==> config.mk <==
export PLATFORM = sky130hd
export DESIGN_NAME = output_channel_one_config_regs
export DESIGN_NICKNAME = d
export VERILOG_FILES = /design/src/hdl/out_one_cfg_pkg.sv /design/src/hdl/cfg_byte_reg.sv /design/src/hdl/output_channel_one_config_regs.sv
export SDC_FILE = /design/constraint.sdc
export NUM_CORES = 1
export LEC_CHECK = 0
export ABC_CLOCK_PERIOD_IN_PS = 4500
export BUFFER_PORTS_ARGS = -buffer_cell sky130_fd_sc_hd__buf_4
export CELL_PAD_IN_SITES_DETAIL_PLACEMENT = 1
export CELL_PAD_IN_SITES_GLOBAL_PLACEMENT = 1
export CORE_UTILIZATION = 33
export DETAILED_ROUTE_END_ITERATION = 6
export GPL_ROUTABILITY_DRIVEN = 0
export PLACE_DENSITY_LB_ADDON = 0.1
export SLEW_MARGIN = 20
export SYNTH_ARGS = -nofsm -noshare
export SYNTH_HDL_FRONTEND = slang
export SYNTH_SLANG_ARGS = --single-unit
==> constraint.sdc <==
create_clock -name clk_i -period 4.5 [get_ports clk_i]
set_input_delay 0.675 -clock clk_i [delete_from_list [all_inputs] [get_ports clk_i]]
set_output_delay 0.675 -clock clk_i [all_outputs]
set_load 0.005 [all_outputs]
==> src/hdl/out_one_cfg_pkg.sv <==
// Purpose: Shared constants and types for the output channel one configuration registers
// Assumes: 8-bit register port, byte addresses as printed
// Notes: Field positions are given as low bit and width

package out_one_cfg_pkg;

  localparam int unsigned ADDR_W = 8;
  localparam int unsigned DATA_W = 8;
  localparam int unsigned NUM_REGS = 2;

  // Register offsets
  localparam logic [ADDR_W-1:0] OUTPUT_ONE_SOURCE_ROUTE_OFS = 8'h64;
  localparam logic [ADDR_W-1:0] OUTPUT_ONE_DRIVE_LEVEL_OFS = 8'h65;

  // Reset values
  localparam logic [DATA_W-1:0] OUTPUT_ONE_SOURCE_ROUTE_RST = 8'h20;
  localparam logic [DATA_W-1:0] OUTPUT_ONE_DRIVE_LEVEL_RST = 8'h20;
  localparam logic [DATA_W-1:0] UNMAPPED_RDATA = 8'h00;

  // First register field positions
  localparam int unsigned SRC_LSB = 5;
  localparam int unsigned SRC_W = 3;
  localparam int unsigned ROUTE_LSB = 2;
  localparam int unsigned ROUTE_W = 3;
  localparam int unsigned VCOM_BIT = 1;
  localparam int unsigned LP_BIT = 0;

  // Second register field positions
  localparam int unsigned DRIVE_LSB = 6;
  localparam int unsigned DRIVE_W = 2;
  localparam int unsigned LVL_LSB = 3;
  localparam int unsigned LVL_W = 3;
  localparam int unsigned IMP_BIT = 2;
  localparam int unsigned TOPO_BIT = 1;
  localparam int unsigned BW_BIT = 0;

  // Level steps: code 0 is +24 dB, each code 6 dB lower
  localparam logic signed [7:0] LEVEL_TOP_DB = 8'sh18;
  localparam logic signed [7:0] LEVEL_STEP_DB = 8'sh06;
  localparam logic [2:0] LEVEL_RESERVED = 3'h7;

  typedef enum logic [2:0] {
    SRC_OFF,
    SRC_CONVERTER,
    SRC_BYPASS,
    SRC_MIXED,
    SRC_SPLIT_CONV_POS,
    SRC_SPLIT_BYP_POS,
    SRC_RSVD_6,
    SRC_RSVD_7
  } chan_one_source_select_t;

  typedef enum logic [2:0] {
    ROUTE_DIFF,
    ROUTE_STEREO_SE,
    ROUTE_MONO_POS,
    ROUTE_MONO_NEG,
    ROUTE_PSEUDO_NEG_VCOM,
    ROUTE_PSEUDO_NEG_VCOM_SENSE,
    ROUTE_PSEUDO_POS_VCOM,
    ROUTE_RSVD_7
  } chan_one_routing_t;

  typedef enum logic [1:0] {
    DRV_LINE,
    DRV_HEADPHONE,
    DRV_FOUR_OHM,
    DRV_RECEIVER_DEBUG
  } pos_pin_driver_type_t;

  // Fields of the first register, in bit order
  typedef struct packed {
    chan_one_source_select_t chan_one_source_select;
    chan_one_routing_t chan_one_routing;
    logic chan_one_common_mode_sel;
    logic chan_one_low_power;
  } source_route_t;

  // Fields of the second register, in bit order
  typedef struct packed {
    pos_pin_driver_type_t pos_pin_driver_type;
    logic [2:0] pos_pin_level;
    logic neg_bypass_input_impedance;
    logic bypass_input_topology;
    logic converter_one_bandwidth;
  } drive_level_t;

  // Decoded steering toward the analog output stage
  typedef struct packed {
    logic driver_enable;
    logic converter_path;
    logic bypass_path;
    logic split_mode;
    logic signed [7:0] pos_level_db;
    logic routing_conflict;
    logic low_power_conflict;
    logic reserved_code;
  } steer_t;

endpackage : out_one_cfg_pkg

==> src/hdl/cfg_byte_reg.sv <==
// Purpose: One read/write configuration byte with a constant reset value
// Assumes: Synchronous active-low reset, write strobe synchronous to clk_i
// Notes: No side effects on write beyond storing the byte

`timescale 1ns/100ps
`default_nettype none

module cfg_byte_reg #(
  parameter int unsigned WIDTH = 8,
  parameter logic [WIDTH-1:0] RESET_VALUE = '0
) (
  input wire logic clk_i,
  input wire logic rst_n_i,
  input wire logic wr_en_i,
  input wire logic [WIDTH-1:0] wdata_i,
  output logic [WIDTH-1:0] value_o
);

  logic [WIDTH-1:0] value_q;
  logic [WIDTH-1:0] value_d;

  // Hold unless written; every bit is writable
  assign value_d = wr_en_i ? wdata_i : value_q;

  // Reset takes the constant only
  always_ff @(posedge clk_i) begin
    if (!rst_n_i) begin
      value_q <= RESET_VALUE;
    end else begin
      value_q <= value_d;
    end
  end

  assign value_o = value_q;

endmodule // cfg_byte_reg

`default_nettype wire

==> src/hdl/output_channel_one_config_regs.sv <==
// Purpose: Configuration bank for output channel one (source, routing, drive, level, bypass, bandwidth)
// Assumes: Simple synchronous register port; one access per cycle; 250 MHz clock
// Notes: Fields leave as flops; decoded steering and misuse flags are combinational from flops

`timescale 1ns/100ps
`default_nettype none

module output_channel_one_config_regs
  import out_one_cfg_pkg::*;
(
  input wire logic clk_i,
  input wire logic rst_n_i,
  input wire logic reg_wr_i,
  input wire logic reg_rd_i,
  input wire logic [ADDR_W-1:0] reg_addr_i,
  input wire logic [DATA_W-1:0] reg_wdata_i,
  output logic [DATA_W-1:0] reg_rdata_o,
  output logic reg_rvalid_o,
  output source_route_t source_route_o,
  output drive_level_t drive_level_o,
  output steer_t steer_o
);

  // Address map and reset values, indexed by register number
  localparam logic [ADDR_W-1:0] REG_OFS [NUM_REGS] = '{OUTPUT_ONE_SOURCE_ROUTE_OFS, OUTPUT_ONE_DRIVE_LEVEL_OFS};
  localparam logic [DATA_W-1:0] REG_RST [NUM_REGS] = '{OUTPUT_ONE_SOURCE_ROUTE_RST, OUTPUT_ONE_DRIVE_LEVEL_RST};

  logic [NUM_REGS-1:0] hit;
  logic [DATA_W-1:0] reg_val [NUM_REGS];
  logic [DATA_W-1:0] rd_mux;
  logic [DATA_W-1:0] rdata_q;
  logic [DATA_W-1:0] rdata_d;
  logic rvalid_q;
  source_route_t source_route;
  drive_level_t drive_level;
  logic signed [7:0] level_drop;
  logic split_src;

  // One storage byte per register; a write lands only on its own offset
  for (genvar i = 0; i < NUM_REGS; i++) begin : g_reg
    assign hit[i] = (reg_addr_i == REG_OFS[i]);

    cfg_byte_reg #(
      .WIDTH(DATA_W),
      .RESET_VALUE(REG_RST[i])
    ) u_byte (
      .clk_i(clk_i),
      .rst_n_i(rst_n_i),
      .wr_en_i(reg_wr_i && hit[i]),
      .wdata_i(reg_wdata_i),
      .value_o(reg_val[i])
    );
  end

  // Read select; unmapped offsets answer zero rather than aliasing
  assign rd_mux = hit[0] ? reg_val[0] : (hit[1] ? reg_val[1] : UNMAPPED_RDATA);
  assign rdata_d = reg_rd_i ? rd_mux : rdata_q;

  // Read data is held in a flop so the port sees a clean value one cycle after the strobe
  always_ff @(posedge clk_i) begin
    if (!rst_n_i) begin
      rdata_q <= '0;
      rvalid_q <= 1'b0;
    end else begin
      rdata_q <= rdata_d;
      rvalid_q <= reg_rd_i;
    end
  end

  assign reg_rdata_o = rdata_q;
  assign reg_rvalid_o = rvalid_q;

  // Field split of the first register
  assign source_route.chan_one_source_select =
    chan_one_source_select_t'(reg_val[0][SRC_LSB +: SRC_W]);
  assign source_route.chan_one_routing = chan_one_routing_t'(reg_val[0][ROUTE_LSB +: ROUTE_W]);
  assign source_route.chan_one_common_mode_sel = reg_val[0][VCOM_BIT];
  assign source_route.chan_one_low_power = reg_val[0][LP_BIT];

  // Field split of the second register
  assign drive_level.pos_pin_driver_type = pos_pin_driver_type_t'(reg_val[1][DRIVE_LSB +: DRIVE_W]);
  assign drive_level.pos_pin_level = reg_val[1][LVL_LSB +: LVL_W];
  assign drive_level.neg_bypass_input_impedance = reg_val[1][IMP_BIT];
  assign drive_level.bypass_input_topology = reg_val[1][TOPO_BIT];
  assign drive_level.converter_one_bandwidth = reg_val[1][BW_BIT];

  assign source_route_o = source_route;
  assign drive_level_o = drive_level;

  // Path decode from the source select; reserved codes keep the driver off for safety
  assign split_src = (source_route.chan_one_source_select == SRC_SPLIT_CONV_POS) ||
                     (source_route.chan_one_source_select == SRC_SPLIT_BYP_POS);
  assign steer_o.driver_enable = (source_route.chan_one_source_select != SRC_OFF) &&
                                 (source_route.chan_one_source_select != SRC_RSVD_6) &&
                                 (source_route.chan_one_source_select != SRC_RSVD_7);
  assign steer_o.converter_path = (source_route.chan_one_source_select == SRC_CONVERTER) ||
                                  (source_route.chan_one_source_select == SRC_MIXED) || split_src;
  assign steer_o.bypass_path = (source_route.chan_one_source_select == SRC_BYPASS) ||
                               (source_route.chan_one_source_select == SRC_MIXED) || split_src;
  assign steer_o.split_mode = split_src;

  // Level in dB: 24 minus 6 per code; product fits in 8 bits for codes 0..7
  assign level_drop = 8'(signed'({5'h00, drive_level.pos_pin_level}) * LEVEL_STEP_DB);
  assign steer_o.pos_level_db = 8'(LEVEL_TOP_DB - level_drop);

  // Misuse indicators: the device stores what software wrote, these only report it
  assign steer_o.routing_conflict = split_src &&
                                    (source_route.chan_one_routing != ROUTE_DIFF);
  assign steer_o.low_power_conflict = source_route.chan_one_low_power &&
    ((source_route.chan_one_source_select != SRC_CONVERTER) ||
     (source_route.chan_one_routing == ROUTE_STEREO_SE));
  assign steer_o.reserved_code = (source_route.chan_one_source_select == SRC_RSVD_6) ||
                                 (source_route.chan_one_source_select == SRC_RSVD_7) ||
                                 (source_route.chan_one_routing == ROUTE_RSVD_7) ||
                                 (drive_level.pos_pin_level == LEVEL_RESERVED);

endmodule // output_channel_one_config_regs

`default_nettype wire

==> metrics list, run 1 <==
- Once detail routing completed, the nets flagged for antenna violations numbered 0.
- In the routed design, unresolved DRC markers number 0.
- The startpoint identified for the worst register-to-register timing path is g_reg[0].u_byte.value_o[7].
- Compared with the post-synthesis result, the final layout area differs by 34.08%.
- The setup path with the least slack is of type register to output port.
- Number of search-and-repair iterations in the first detailed-routing pass: 4
- TritonCTS built the clock tree.
- Post-CTS timing repair inserted 0 buffers for setup.
- Number of maximum-capacitance violations: 0
- For this block, the initial DRC count from the detailed router was 24.
* Number of enable flip-flop cells after synthesis: 0
* Footprint of the flip-flops and latches: around 500 um^2
- Wire per inst: around 15 um
- The multi-input combinational cells in the finished layout cover a total of 799.5 um^2.
* Data arrival time of the critical path: between 2 and 2.5 ns
- Post-route setup TNS: 0 ns
- Data on the critical path is required at its endpoint by around 3.8 ns.
* Clock insertion delay at the later pin of the skew report: 0.27 ns
- All-Layer GR Usage: about 18%
* RSZ-0062 raised after global routing: no
- Total chip power: roughly 390 uW
* Count of cells resized by post-cts repair: 0
- Buffers placed on the I/O ports in this run total 58.
- Average cell area after synthesis: between 9 and 10 um^2
- Critical Path Start Type: register
- The synthesized netlist devotes approximately 3.1% of its cell area to XOR and XNOR gates.
- Number of warnings issued by yosys: 0
- P_leak: about 0.9 nW
- In the post-route analysis, the smallest setup slack over all paths is 1.615 ns.
- The startpoint identified for the worst hold timing path is reg_rdata_o[6].
- Rel. slew slack: roughly 55%
- R2r worst-path depth: 3
* Number of antenna violations at the first check in global routing: 0
* Fin crit share: between 60% and 70%
* Hold/Removal Path Class: register to register
* Post-synthesis cell type count: 31
- Compound-gate portion of the synthesized area: 7.713%
- After clock tree synthesis, the clock-pin slew on the worst setup and hold paths is about 0.090 ns.
- Among all flip-flop cells after synthesis, the most frequent one is sky130_fd_sc_hd__dfxtp_1.
- Minimum setup slack among reg-to-reg paths: 3.38 ns
- The first global-routing pass estimated 5996 um of wire.
- Core Footprint: around 4000 um^2
* Total die area: roughly 4500 um^2
* Post-detail-place hpwl: roughly 2800 um
* Post-Route Utilization: 46.43%
- By area, the combinational part of the netlist is dominated by simple AND/OR/NAND/NOR gates.
- Post-detailed-routing wire length: between 3000 and 4000 um
* Initial core utilization: between 30% and 40%
- Number of nets in the synthesized netlist: roughly 180
* ANT cells: 0
- Max Clock Freq: ~350 MHz
- From bottom edge to top edge, the die measures 67.02 um.
* Sequential area share after synthesis: between 30% and 40%
- The endpoint identified for the worst register-to-register timing path is reg_rdata_o[7].
- Worst Skew: approximately 0.0039 ns
- Adder-Cell Fraction of Synth Area: between 6 and 7%
- Slew Viols, Final: 0
- The worst setup path is captured at an output port.
* Final setup violation count: 0
- Worst setup path startpoint: g_reg[1].u_byte.value_o[3]
* Clk root buf: sky130_fd_sc_hd__clkbuf_8
- Status: finished, final reports clean
- Power per cell area: 209.5 nW/um^2
- Number of clock buffers inserted by TritonCTS: 3
- After filler insertion, the fill cell instance count of the layout stands at slightly below 500.
- For hold timing, the worst endpoint is reg_rdata_o[6].
- Clock sinks: 25
* Leftover overflow at the end of global routing: 0
- The synthesized design contains 25 register bits.
- Critical Path Fanout Max: 8
- Simple-gate share of the synthesized area: 21.43%
- Across all layers, the routed design uses between 1000 and 1500 vias.
- Dividing the detail-routed via count by the number of cells gives between 4 and 5.
- Buffers inserted to repair hold after CTS numbered 0.
* Fin Hold WS: between 0.4 and 0.5 ns
- The portion of synthesized area spent on multiplexers is ~18%.
* Synthesized area: 1395 um^2
- Number of global-route vias before repair: around 1300
- Number of cells produced by synthesis: ~150
- The clock period could shrink to 2.885 ns.
- DIE WIDTH: 67.02 um
- At the pin with the least slew margin, the transition time is ~0.66 ns.
- Entering global routing, the biggest net connects 34 pins.
- Bufs on Longest Clock Path: 2
* H-tree depth reported by CTS: 1
* Worst IR drop on VDD: approximately 0.12 mV
- The floorplan has 23 rows.
- Fraction of layout cells with a size suffix above 1: between 30% and 40%
* Endpoints failing hold: 0
- The final layout contains between 200 and 250 nets.
- FFs w/ async S/R, synth: 0%
* Hold Path Cell Cnt: 2
- Pin placement for this block handled 60 I/O pins.
- Pre-CTS setup slack: ~1.9 ns
==> metrics by stage <==
| step | cell area [um^2] | cells |
|---|---|---|
| after floorplan | 1395 | 149 |
| after global placement | 1824 | 246 |
| after detailed placement | 1824 | 246 |
| after CTS | 1871 | 250 |
| after global routing | 1871 | 250 |
| final | 1871 | 250 |
==> Yosys cell counts, drive strengths merged (3+ instances only) <==
| cell | n | area (um^2) |
|---|---|---|
| a21boi | 8 | 60.06 |
| a21oi | 4 | 20.02 |
| buf | 7 | 53.80 |
| clkbuf | 4 | 15.01 |
| dfxtp | 25 | 500.5 |
| ha | 6 | 75.07 |
| inv | 7 | 26.28 |
| mux2 | 8 | 90.09 |
| mux2i | 16 | 160.2 |
| nand2 | 23 | 86.33 |
| nand2b | 8 | 50.05 |
| nand4 | 9 | 71.32 |
| nor2 | 3 | 11.26 |
| nor2b | 3 | 18.77 |
| xnor2 | 3 | 26.28 |
==> layout by cell type (no fill, tap or decap), types with 6 or more instances in the layout <==
cell type                  instances
sky130_fd_sc_hd__nand4_1           8
sky130_fd_sc_hd__buf_4            58
sky130_fd_sc_hd__mux2i_1          16
sky130_fd_sc_hd__nand2_1          23
sky130_fd_sc_hd__ha_1              6
sky130_fd_sc_hd__a21boi_0          8
sky130_fd_sc_hd__inv_1             7
sky130_fd_sc_hd__nand2b_1          8
sky130_fd_sc_hd__dfxtp_1          25
sky130_fd_sc_hd__mux2_2            8
==> flip-flops by register name, summed over array words and instances, names as in the netlist <==
register and count:
reg_rdata_o 8, g.u_byte.value_o 16, reg_rvalid_o 1
==> critical path, cell delays in order, from the launching register on <==
cell                       delay [ns]
sky130_fd_sc_hd__dfxtp_1         0.50
sky130_fd_sc_hd__ha_1            0.25
sky130_fd_sc_hd__inv_1           0.06
sky130_fd_sc_hd__fa_1            0.49
sky130_fd_sc_hd__o21bai_1        0.21
sky130_fd_sc_hd__o21ai_0         0.26
sky130_fd_sc_hd__buf_4           0.16
==> worst max-delay path by stage <==
stage                   to  slack [ns]  cells past startpoint
2_1_floorplan  steer_o[10]        2.04                      6
3_3_place_gp   steer_o[10]        2.04                      6
3_5_place_dp   steer_o[10]        1.88                      6
4_1_cts        steer_o[10]        1.57                      6
5_1_grt        steer_o[10]        1.44                      6
6_report       steer_o[10]        1.61                      6
==> per-layer routing <==
| layer | vias to the layer above | GRT usage (%) | share of wire [%] |
|---|---|---|---|
| li1 | 604 | - | - |
| met1 | 590 | 20.45 | 41 |
| met2 | 36 | 33.25 | 53 |
| met3 | 2 | 3.425 | 5.2 |
| met4 | 0 | 3.191 | 0.33 |
| met5 | - | 0 | 0 |
==> power breakdown <==
part,internal (mW),switching (mW)
Sequential,0.222,0.000387
Combinational,0.0180,0.0156
Clock,0.0620,0.0741
Total,0.302,0.0902
==> logic make-up (layout without fill, tap and decap cells) <==
| logic type | Yosys count | after routing |
|---|---|---|
| xor+xnor | 5 | 5 |
| compound gates | 16 | 16 |
| fa+ha+maj | 7 | 7 |
| other cells | 1 | 1 |
| flops | 25 | 25 |
| simple gates | 53 | 53 |
| mux | 24 | 24 |
| buf+inv | 18 | 69 |
==> final cells by class <==
cell class | count | share of cell area, %
Multi-Input combinational cell | 106 | 42.74
Tap cell | 50 | 3.344
Inverter | 7 | 1.405
Timing Repair Buffer | 58 | 23.28
Sequential cell | 25 | 26.76
Clock buffer | 3 | 2.207
Clock inverter | 1 | 0.2676
No activity file was read; power rests on OpenSTA's default activity.
==> inputs of run 2 (changes only) <==
--- a/config.mk
+++ b/config.mk
@@ -5,7 +5,7 @@
 export SDC_FILE = /design/constraint.sdc
 export NUM_CORES = 1
 export LEC_CHECK = 0
-export ABC_CLOCK_PERIOD_IN_PS = 4500
+export ABC_CLOCK_PERIOD_IN_PS = 2800
 export BUFFER_PORTS_ARGS = -buffer_cell sky130_fd_sc_hd__buf_4
 export CELL_PAD_IN_SITES_DETAIL_PLACEMENT = 1
 export CELL_PAD_IN_SITES_GLOBAL_PLACEMENT = 1
==> constraint.sdc (replaced) <==
create_clock -name clk_i -period 2.8 [get_ports clk_i]
set_input_delay 0.42 -clock clk_i [delete_from_list [all_inputs] [get_ports clk_i]]
set_output_delay 0.42 -clock clk_i [all_outputs]
set_load 0.005 [all_outputs]
==> run 2 against run 1 <==
Against the previous run:
- final area is 0.33% higher
- die area stayed put
- global-route usage is 0.088 points higher
- combinational power is 63% higher
- final cell count is 0.40% higher
- sequential cell count stayed put
- total power is 62% higher
- largest cell class unchanged
==> metrics list, run 2 (same netlist as run 1, synthesis figures left out) <==
* Status: finished, final reports clean
* Total chip power: 633.1 uW (+62%)
* Crit path largest cell delay: 0.50 ns (about the same)
* Placed cell area: 1832 um^2 (+0.41%)
- The wire length of the first global-routing pass is 5913 um (-1.4%).
- The least setup slack across all paths after layout came to 0.1937 ns (-1.421 ns).
- Core Footprint: 4029 um^2 (unchanged)
- Worst IR drop on VDD: 0.2653 mV (+130%)
- The antenna cell count was 0 (unchanged).
- The overall routed net length was 3701 um (+0.76%).
- I/O pins: 60 (unchanged)
- The H-tree depth is 1 (unchanged).
* Data arrival time of the critical path: 2.19 ns (-0.02 ns)
* Hold/Removal Path Class: primary input to register
* R2r worst-path depth: 3 (unchanged)
- The final setup violation count was 0 (unchanged).
- The count of cells along the worst hold path is 3 (+1).
- Number of clock buffers inserted by TritonCTS: 3 (unchanged)
- The library cell used most frequently in the layout, excluding fill and tap cells, is sky130_fd_sc_hd__buf_4.
* # nets final: 229 (+0.44%)
* Number of maximum-capacitance violations: 0 (unchanged)
* Die extent in y: 67.02 um (unchanged)
- met2 is the most crowded layer.
* P_leak: 0.9227 nW (+0.28%)
- Number of standard-cell rows in the floorplan: 23 (unchanged)
* Type of the worst setup path: register to output port
* Bufs on Longest Clock Path: 2 (unchanged)
- The number of max-slew violations in the final report was 0 (unchanged).
- The clock latency reported for the late side of the worst-skew pair came to 0.27 ns (about the same).
- Post-route setup TNS: 0 ns (unchanged)
- Setup repair after global routing left no endpoint under its margin.
- The number of cells in the finished layout apart from fillers was 251 (+0.40%).
* Total of hold buffers inserted after clock tree synthesis: 0 (unchanged)
* Power per cell area: 337.3 nW/um^2 (+61%)
- Number of antenna violations at the first check in global routing: 0 (unchanged)
* Routed Antenna Nets: 0 (unchanged)
* Required @ worst endpoint: 2.38 ns (-1.45 ns)
- Grt met1 use: 20.90% (+0.45 points)
- Clk root buf: sky130_fd_sc_hd__clkbuf_8
* Clock sinks: 25 (unchanged)
* Post-Route Utilization: 46.58% (+0.16 points)
* Cells traversed along the worst timing path: ha_1, inv_1, fa_1, o21bai_1, o21ai_0, buf_4
- Critical Path Fanout Max: 8 (unchanged)
- Actual transition at the worst max-transition pin: 0.6674 ns (+0.002904 ns)
- Delay-heaviest family, CP: adder cells
- Compared with the post-synthesis result, the final layout area differs by 34.53%.
* Pin count of the biggest net entering global routing: 34 (unchanged)
* Worst Skew: 0.008135 ns (+0.004202 ns)
- The final design area excluding fillers was 1877 um^2 (+0.33%).
* Endpoint kind of the worst setup timing path: output port
- Rel. slew slack: 55.27% (-0.19 points)
- All-Layer GR Usage: 17.81% (+0.088 points)
- The number of vias per cell was 4.869 (-1.2%).
- The number of optimization iterations in the first detailed-route pass was 4 (unchanged).
- Initial core utilization: 34.63% (unchanged)
- The die footprint was 4492 um^2 (unchanged).
- The critical path depth in cells was 6 (unchanged).
- Worst path buffer plus inverter count: 2 (unchanged)
- The average wire per cell in the routed design came to 14.75 um (+0.36%).
- DIE WIDTH: 67.02 um (unchanged)
* Endpoints failing hold: 0 (unchanged)
- The smallest hold slack came to 0.4051 ns (-0.08270 ns).
- Number of global-route vias before repair: 1237 (-3.4%)
- The met3 capacity usage during global routing came to 4.110% (+0.68 points).
- The number of buffers inserted to repair setup after CTS was 0 (unchanged).
* Fraction of layout cells with a size suffix above 1: 36.32% (-0.18 points)
- Global-route met2 utilization: 31.37% (-1.9 points)
- Fin crit share: between 90% and 100%
* Critical Path Start Type: register
- Min Tclk post-route: approximately 2.6 ns
* Max reg flops: 16 (unchanged)
- The post-placement worst setup slack was 0.4786 ns (-1.406 ns).
* Total vias in the final route: 1222 (-0.81%)
* Leftover overflow at the end of global routing: 0 (unchanged)
- On the critical path, the stage with the largest delay is an instance of sky130_fd_sc_hd__fa_1.
- For this run, the top clock speed supported by timing is 383.7 MHz.
- The number of violations reported at the end of detailed-routing iteration 0 came to 32 (+33%).
* Count of cells resized by post-cts repair: 0 (unchanged)
- The post-route DRC violation count was 0 (unchanged).
- The clock input transition at the sequential cells of the worst setup and hold paths is 0.09 ns (about the same).
- Clock tree from TritonCTS: yes
* Buffers on Ports: 58 (unchanged)
- Number of placed cells counting well taps: 247 (+0.41%)
* Post-detail-place hpwl: 2728 um (-1.8%)
- Commonest non-fill, non-tap cells in the layout: sky130_fd_sc_hd__buf_4, sky130_fd_sc_hd__dfxtp_1, sky130_fd_sc_hd__nand2_1
[run 2: power breakdown]
part / internal, mW / switching, mW
combinational: 0.0296 / 0.0251
clock: 0.102 / 0.120
sequential: 0.356 / 0.000632
[run 2: final cells by class]
cell class | count | area [um^2]
Fill cell | 488 | 2152
Multi-Input combinational cell | 106 | 799.5
Sequential cell | 25 | 500.5
Timing Repair Buffer | 59 | 442.9
Tap cell | 50 | 62.56
Clock buffer | 4 | 45.04
Inverter | 7 | 26.28
[run 2: per-layer routing]
metal  part of all wire, %  up-vias
met5                     0        -
met2                    50       39
met1                    44      571
met3                   5.3        5
li1                      -      607
met4                   1.1        0
[run 2: path summary, 6_finish.rpt]
path / from / endpoint / slack (ns)
worst max-delay path: g_reg[1].u_byte.value_o[3] / steer_o[9] / 0.19
worst min register to register: reg_rdata_o[4] / reg_rdata_o[4] / 0.49
worst min-delay path: reg_wdata_i[5] / g_reg[0].u_byte.value_o[5] / 0.41
worst max register to register: g_reg[0].u_byte.value_o[7] / reg_rdata_o[7] / 1.68
[run 2: worst reg2reg max path, cell delays in order (launching register included)]
cell                       delay, ns
sky130_fd_sc_hd__dfxtp_1        0.53
sky130_fd_sc_hd__mux2_2         0.23
sky130_fd_sc_hd__nand4_1        0.09
sky130_fd_sc_hd__a21boi_0       0.18
==> inputs of run 3 (changes only) <==
--- a/config.mk
+++ b/config.mk
@@ -9,9 +9,10 @@
 export BUFFER_PORTS_ARGS = -buffer_cell sky130_fd_sc_hd__buf_4
 export CELL_PAD_IN_SITES_DETAIL_PLACEMENT = 1
 export CELL_PAD_IN_SITES_GLOBAL_PLACEMENT = 1
-export CORE_UTILIZATION = 33
+export CORE_UTILIZATION = 34
 export DETAILED_ROUTE_END_ITERATION = 6
 export GPL_ROUTABILITY_DRIVEN = 0
+export HOLD_SLACK_MARGIN = 0.06
 export PLACE_DENSITY_LB_ADDON = 0.1
 export SLEW_MARGIN = 20
 export SYNTH_ARGS = -nofsm -noshare
==> run 3 against run 2 <==
Against the previous run:
- count of clock-buffer cells in the layout did not move
- hold slack improved by 0.018 ns
- non-clock buffer count did not move
- combinational power fell by 1%
==> metrics list, run 3 (same netlist as run 1, synthesis figures left out) <==
- The number of max-capacitance violations reported was 0 (unchanged).
- Setup repair after global routing left no endpoint under its margin.
* # nets final: 229 (unchanged)
- Post-detail-place hpwl: 2818 um (+3.3%)
- Total of hold buffers inserted after clock tree synthesis: 0 (unchanged)
- The post-route DRC violation count is 0 (unchanged).
- The maximum achievable frequency is 379.3 MHz (-1.1%).
- Number of clock buffers inserted by TritonCTS: 3 (unchanged)
* R2r worst-path depth: 3 (unchanged)
- Total vias in the final route: 1233 (+0.90%)
- Clock insertion delay at the later pin of the skew report: 0.27 ns (about the same)
- The overall global routing resource usage was 18.08% (+0.27 points).
- Rel. slew slack: 54.55% (-0.72 points)
- The worst setup path is captured at an output port.
- The share of the clock period used by the worst path is 94.16% (+1.1 points).
- The number of buffers inserted to repair setup after CTS is 0 (unchanged).
- The final global-route overflow total was 0 (unchanged).
- Hold Path Cell Cnt: 3 (unchanged)
- The critical path is of the register to output port type.
- First-iteration detailed-routing DRC count: 19 (-41%)
- Relative to the synthesized area, the layout overhead comes to 34.35%.
- Post-detailed-routing wire length: 3620 um (-2.2%)
* Wire per inst: 14.54 um (-1.4%)
* Minimum setup slack among reg-to-reg paths: 1.70 ns (+0.02 ns)
- DIE WIDTH: 66.06 um (-1.4%)
- Commonest non-fill, non-tap cells in the layout: sky130_fd_sc_hd__buf_4, sky130_fd_sc_hd__dfxtp_1, sky130_fd_sc_hd__nand2_1
- Status: finished, final reports clean
- Critical Path Fanout Max: 8 (unchanged)
* Pin count of the biggest net entering global routing: 34 (unchanged)
* Number of placed cells counting well taps: 245 (-0.81%)
* Commonest non-fill, non-tap cell in the layout: sky130_fd_sc_hd__buf_4
- The overall die height is 66.06 um (-1.4%).
* Placed cell area: 1829 um^2 (-0.14%)
- The clock tree buffer depth was 2 (unchanged).
* Max reg flops: 16 (unchanged)
- Clock tree from TritonCTS: yes
- The final setup violation count was 0 (unchanged).
* Worst Skew: 0.003560 ns (-0.004575 ns)
* P_leak: 0.9227 nW (unchanged)
* Clock-pin slew of the registers on the worst-case setup and hold paths: 0.09 ns (about the same)
* Clk root buf: sky130_fd_sc_hd__clkbuf_8
* Routed Antenna Nets: 0 (unchanged)
* Data arrival time of the critical path: 2.22 ns (+0.03 ns)
- Number of global-route vias before repair: 1286 (+4.0%)
* Count of cells resized by post-cts repair: 0 (unchanged)
* Hold/Removal Path Class: primary input to register
- Worst IR drop on VDD: 0.1432 mV (-46%)
- The number of antenna violations at the first check in global routing was 0 (unchanged).
* Core Footprint: 3799 um^2 (-5.7%)
* Post-route setup TNS: 0 ns (unchanged)
- The number of primary I/O pins is 60 (unchanged).
* Buffers on Ports: 58 (unchanged)
* Fraction of layout cells with a size suffix above 1: 36.32% (unchanged)
- Number of standard-cell rows in the floorplan: 22 (-4.3%)
- The clock sink count came to 25 (unchanged).
- The antenna cell count is 0 (unchanged).
- The die footprint is 4363 um^2 (-2.9%).
* Min Tclk post-route: 2.637 ns (+0.03022 ns)
- Critical Path Start Type: register
- Initial core utilization: 36.73% (+2.1 points)
* Global-route wire length before repair: 5878 um (-0.59%)
* Power per cell area: 333.2 nW/um^2 (-1.2%)
- Number of search-and-repair iterations in the first detailed-routing pass: 4 (unchanged)
- The number of cells in the finished layout apart from fillers came to 249 (-0.80%).
* Actual transition at the worst max-transition pin: 0.6782 ns (+0.01070 ns)
- The final design area excluding fillers is 1874 um^2 (-0.13%).
- Required @ worst endpoint: 2.38 ns (about the same)
* Number of vias per cell after detailed routing: 4.952 (+1.7%)
* Endpoints failing hold: 0 (unchanged)
* H-tree depth reported by CTS: 1 (unchanged)
* Slew Viols, Final: 0 (unchanged)
-- run 3: worst paths after layout --
check | to | startpoint
min | g_reg[0].u_byte.value_o[7] | reg_wdata_i[7]
max | steer_o[8] | g_reg[1].u_byte.value_o[3]
min reg2reg | reg_rdata_o[1] | reg_rdata_o[1]
max reg2reg | reg_rdata_o[7] | g_reg[0].u_byte.value_o[7]
-- run 3: area by class of cell --
class / instances / area [um^2]
inverter: 7 / 26.28
clock buffer: 4 / 45.04
fill: 454 / 1924
sequential: 25 / 500.5
timing repair buffer: 59 / 442.9
tap: 48 / 60.06
multi-input combinational: 106 / 799.5
-- run 3: layer usage --
metal	track usage [%]	share of wire, %	up-vias	routed length (um)
met1	19.18	40	580	1466
met5	0	0	-	0
met4	6.915	1.4	0	49
li1	-	-	609	-
met2	35.08	54	38	1937
met3	2.759	4.6	6	167
-- run 3: through the flow --
| stage | total power, mW | hold slack (ns) | setup WS [ns] | util [%] |
|---|---|---|---|---|
| after CTS | 0.6342 | 0.4189 | 0.1591 | 49.34 |
| after detailed placement | 0.4201 | 0.4747 | 0.4639 | 48.16 |
| after floorplan | 0.3919 | 0.4641 | 0.5923 | - |
| final | 0.6245 | 0.4228 | 0.1635 | 49.34 |
| after global placement | 0.4185 | 0.4628 | 0.5956 | 48.16 |
| after global routing | 0.6589 | 0.4323 | 0.01683 | 49.34 |
-- run 3: report_power, final --
group	switching (mW)	total, mW	leakage, nW	internal [mW]
clock network	0.112	0.214	0.0228	0.102
registers	0.000608	0.357	0.202	0.356
logic	0.0245	0.0540	0.698	0.0295
-- run 3: critical path, cell delays in order (launching register included) --
cell and delay (ns):
sky130_fd_sc_hd__dfxtp_1 0.49, sky130_fd_sc_hd__ha_1 0.26, sky130_fd_sc_hd__inv_1 0.07, sky130_fd_sc_hd__fa_1 0.37
sky130_fd_sc_hd__xor2_1 0.18, sky130_fd_sc_hd__nor3_1 0.24, sky130_fd_sc_hd__xnor2_1 0.18, sky130_fd_sc_hd__buf_4 0.15
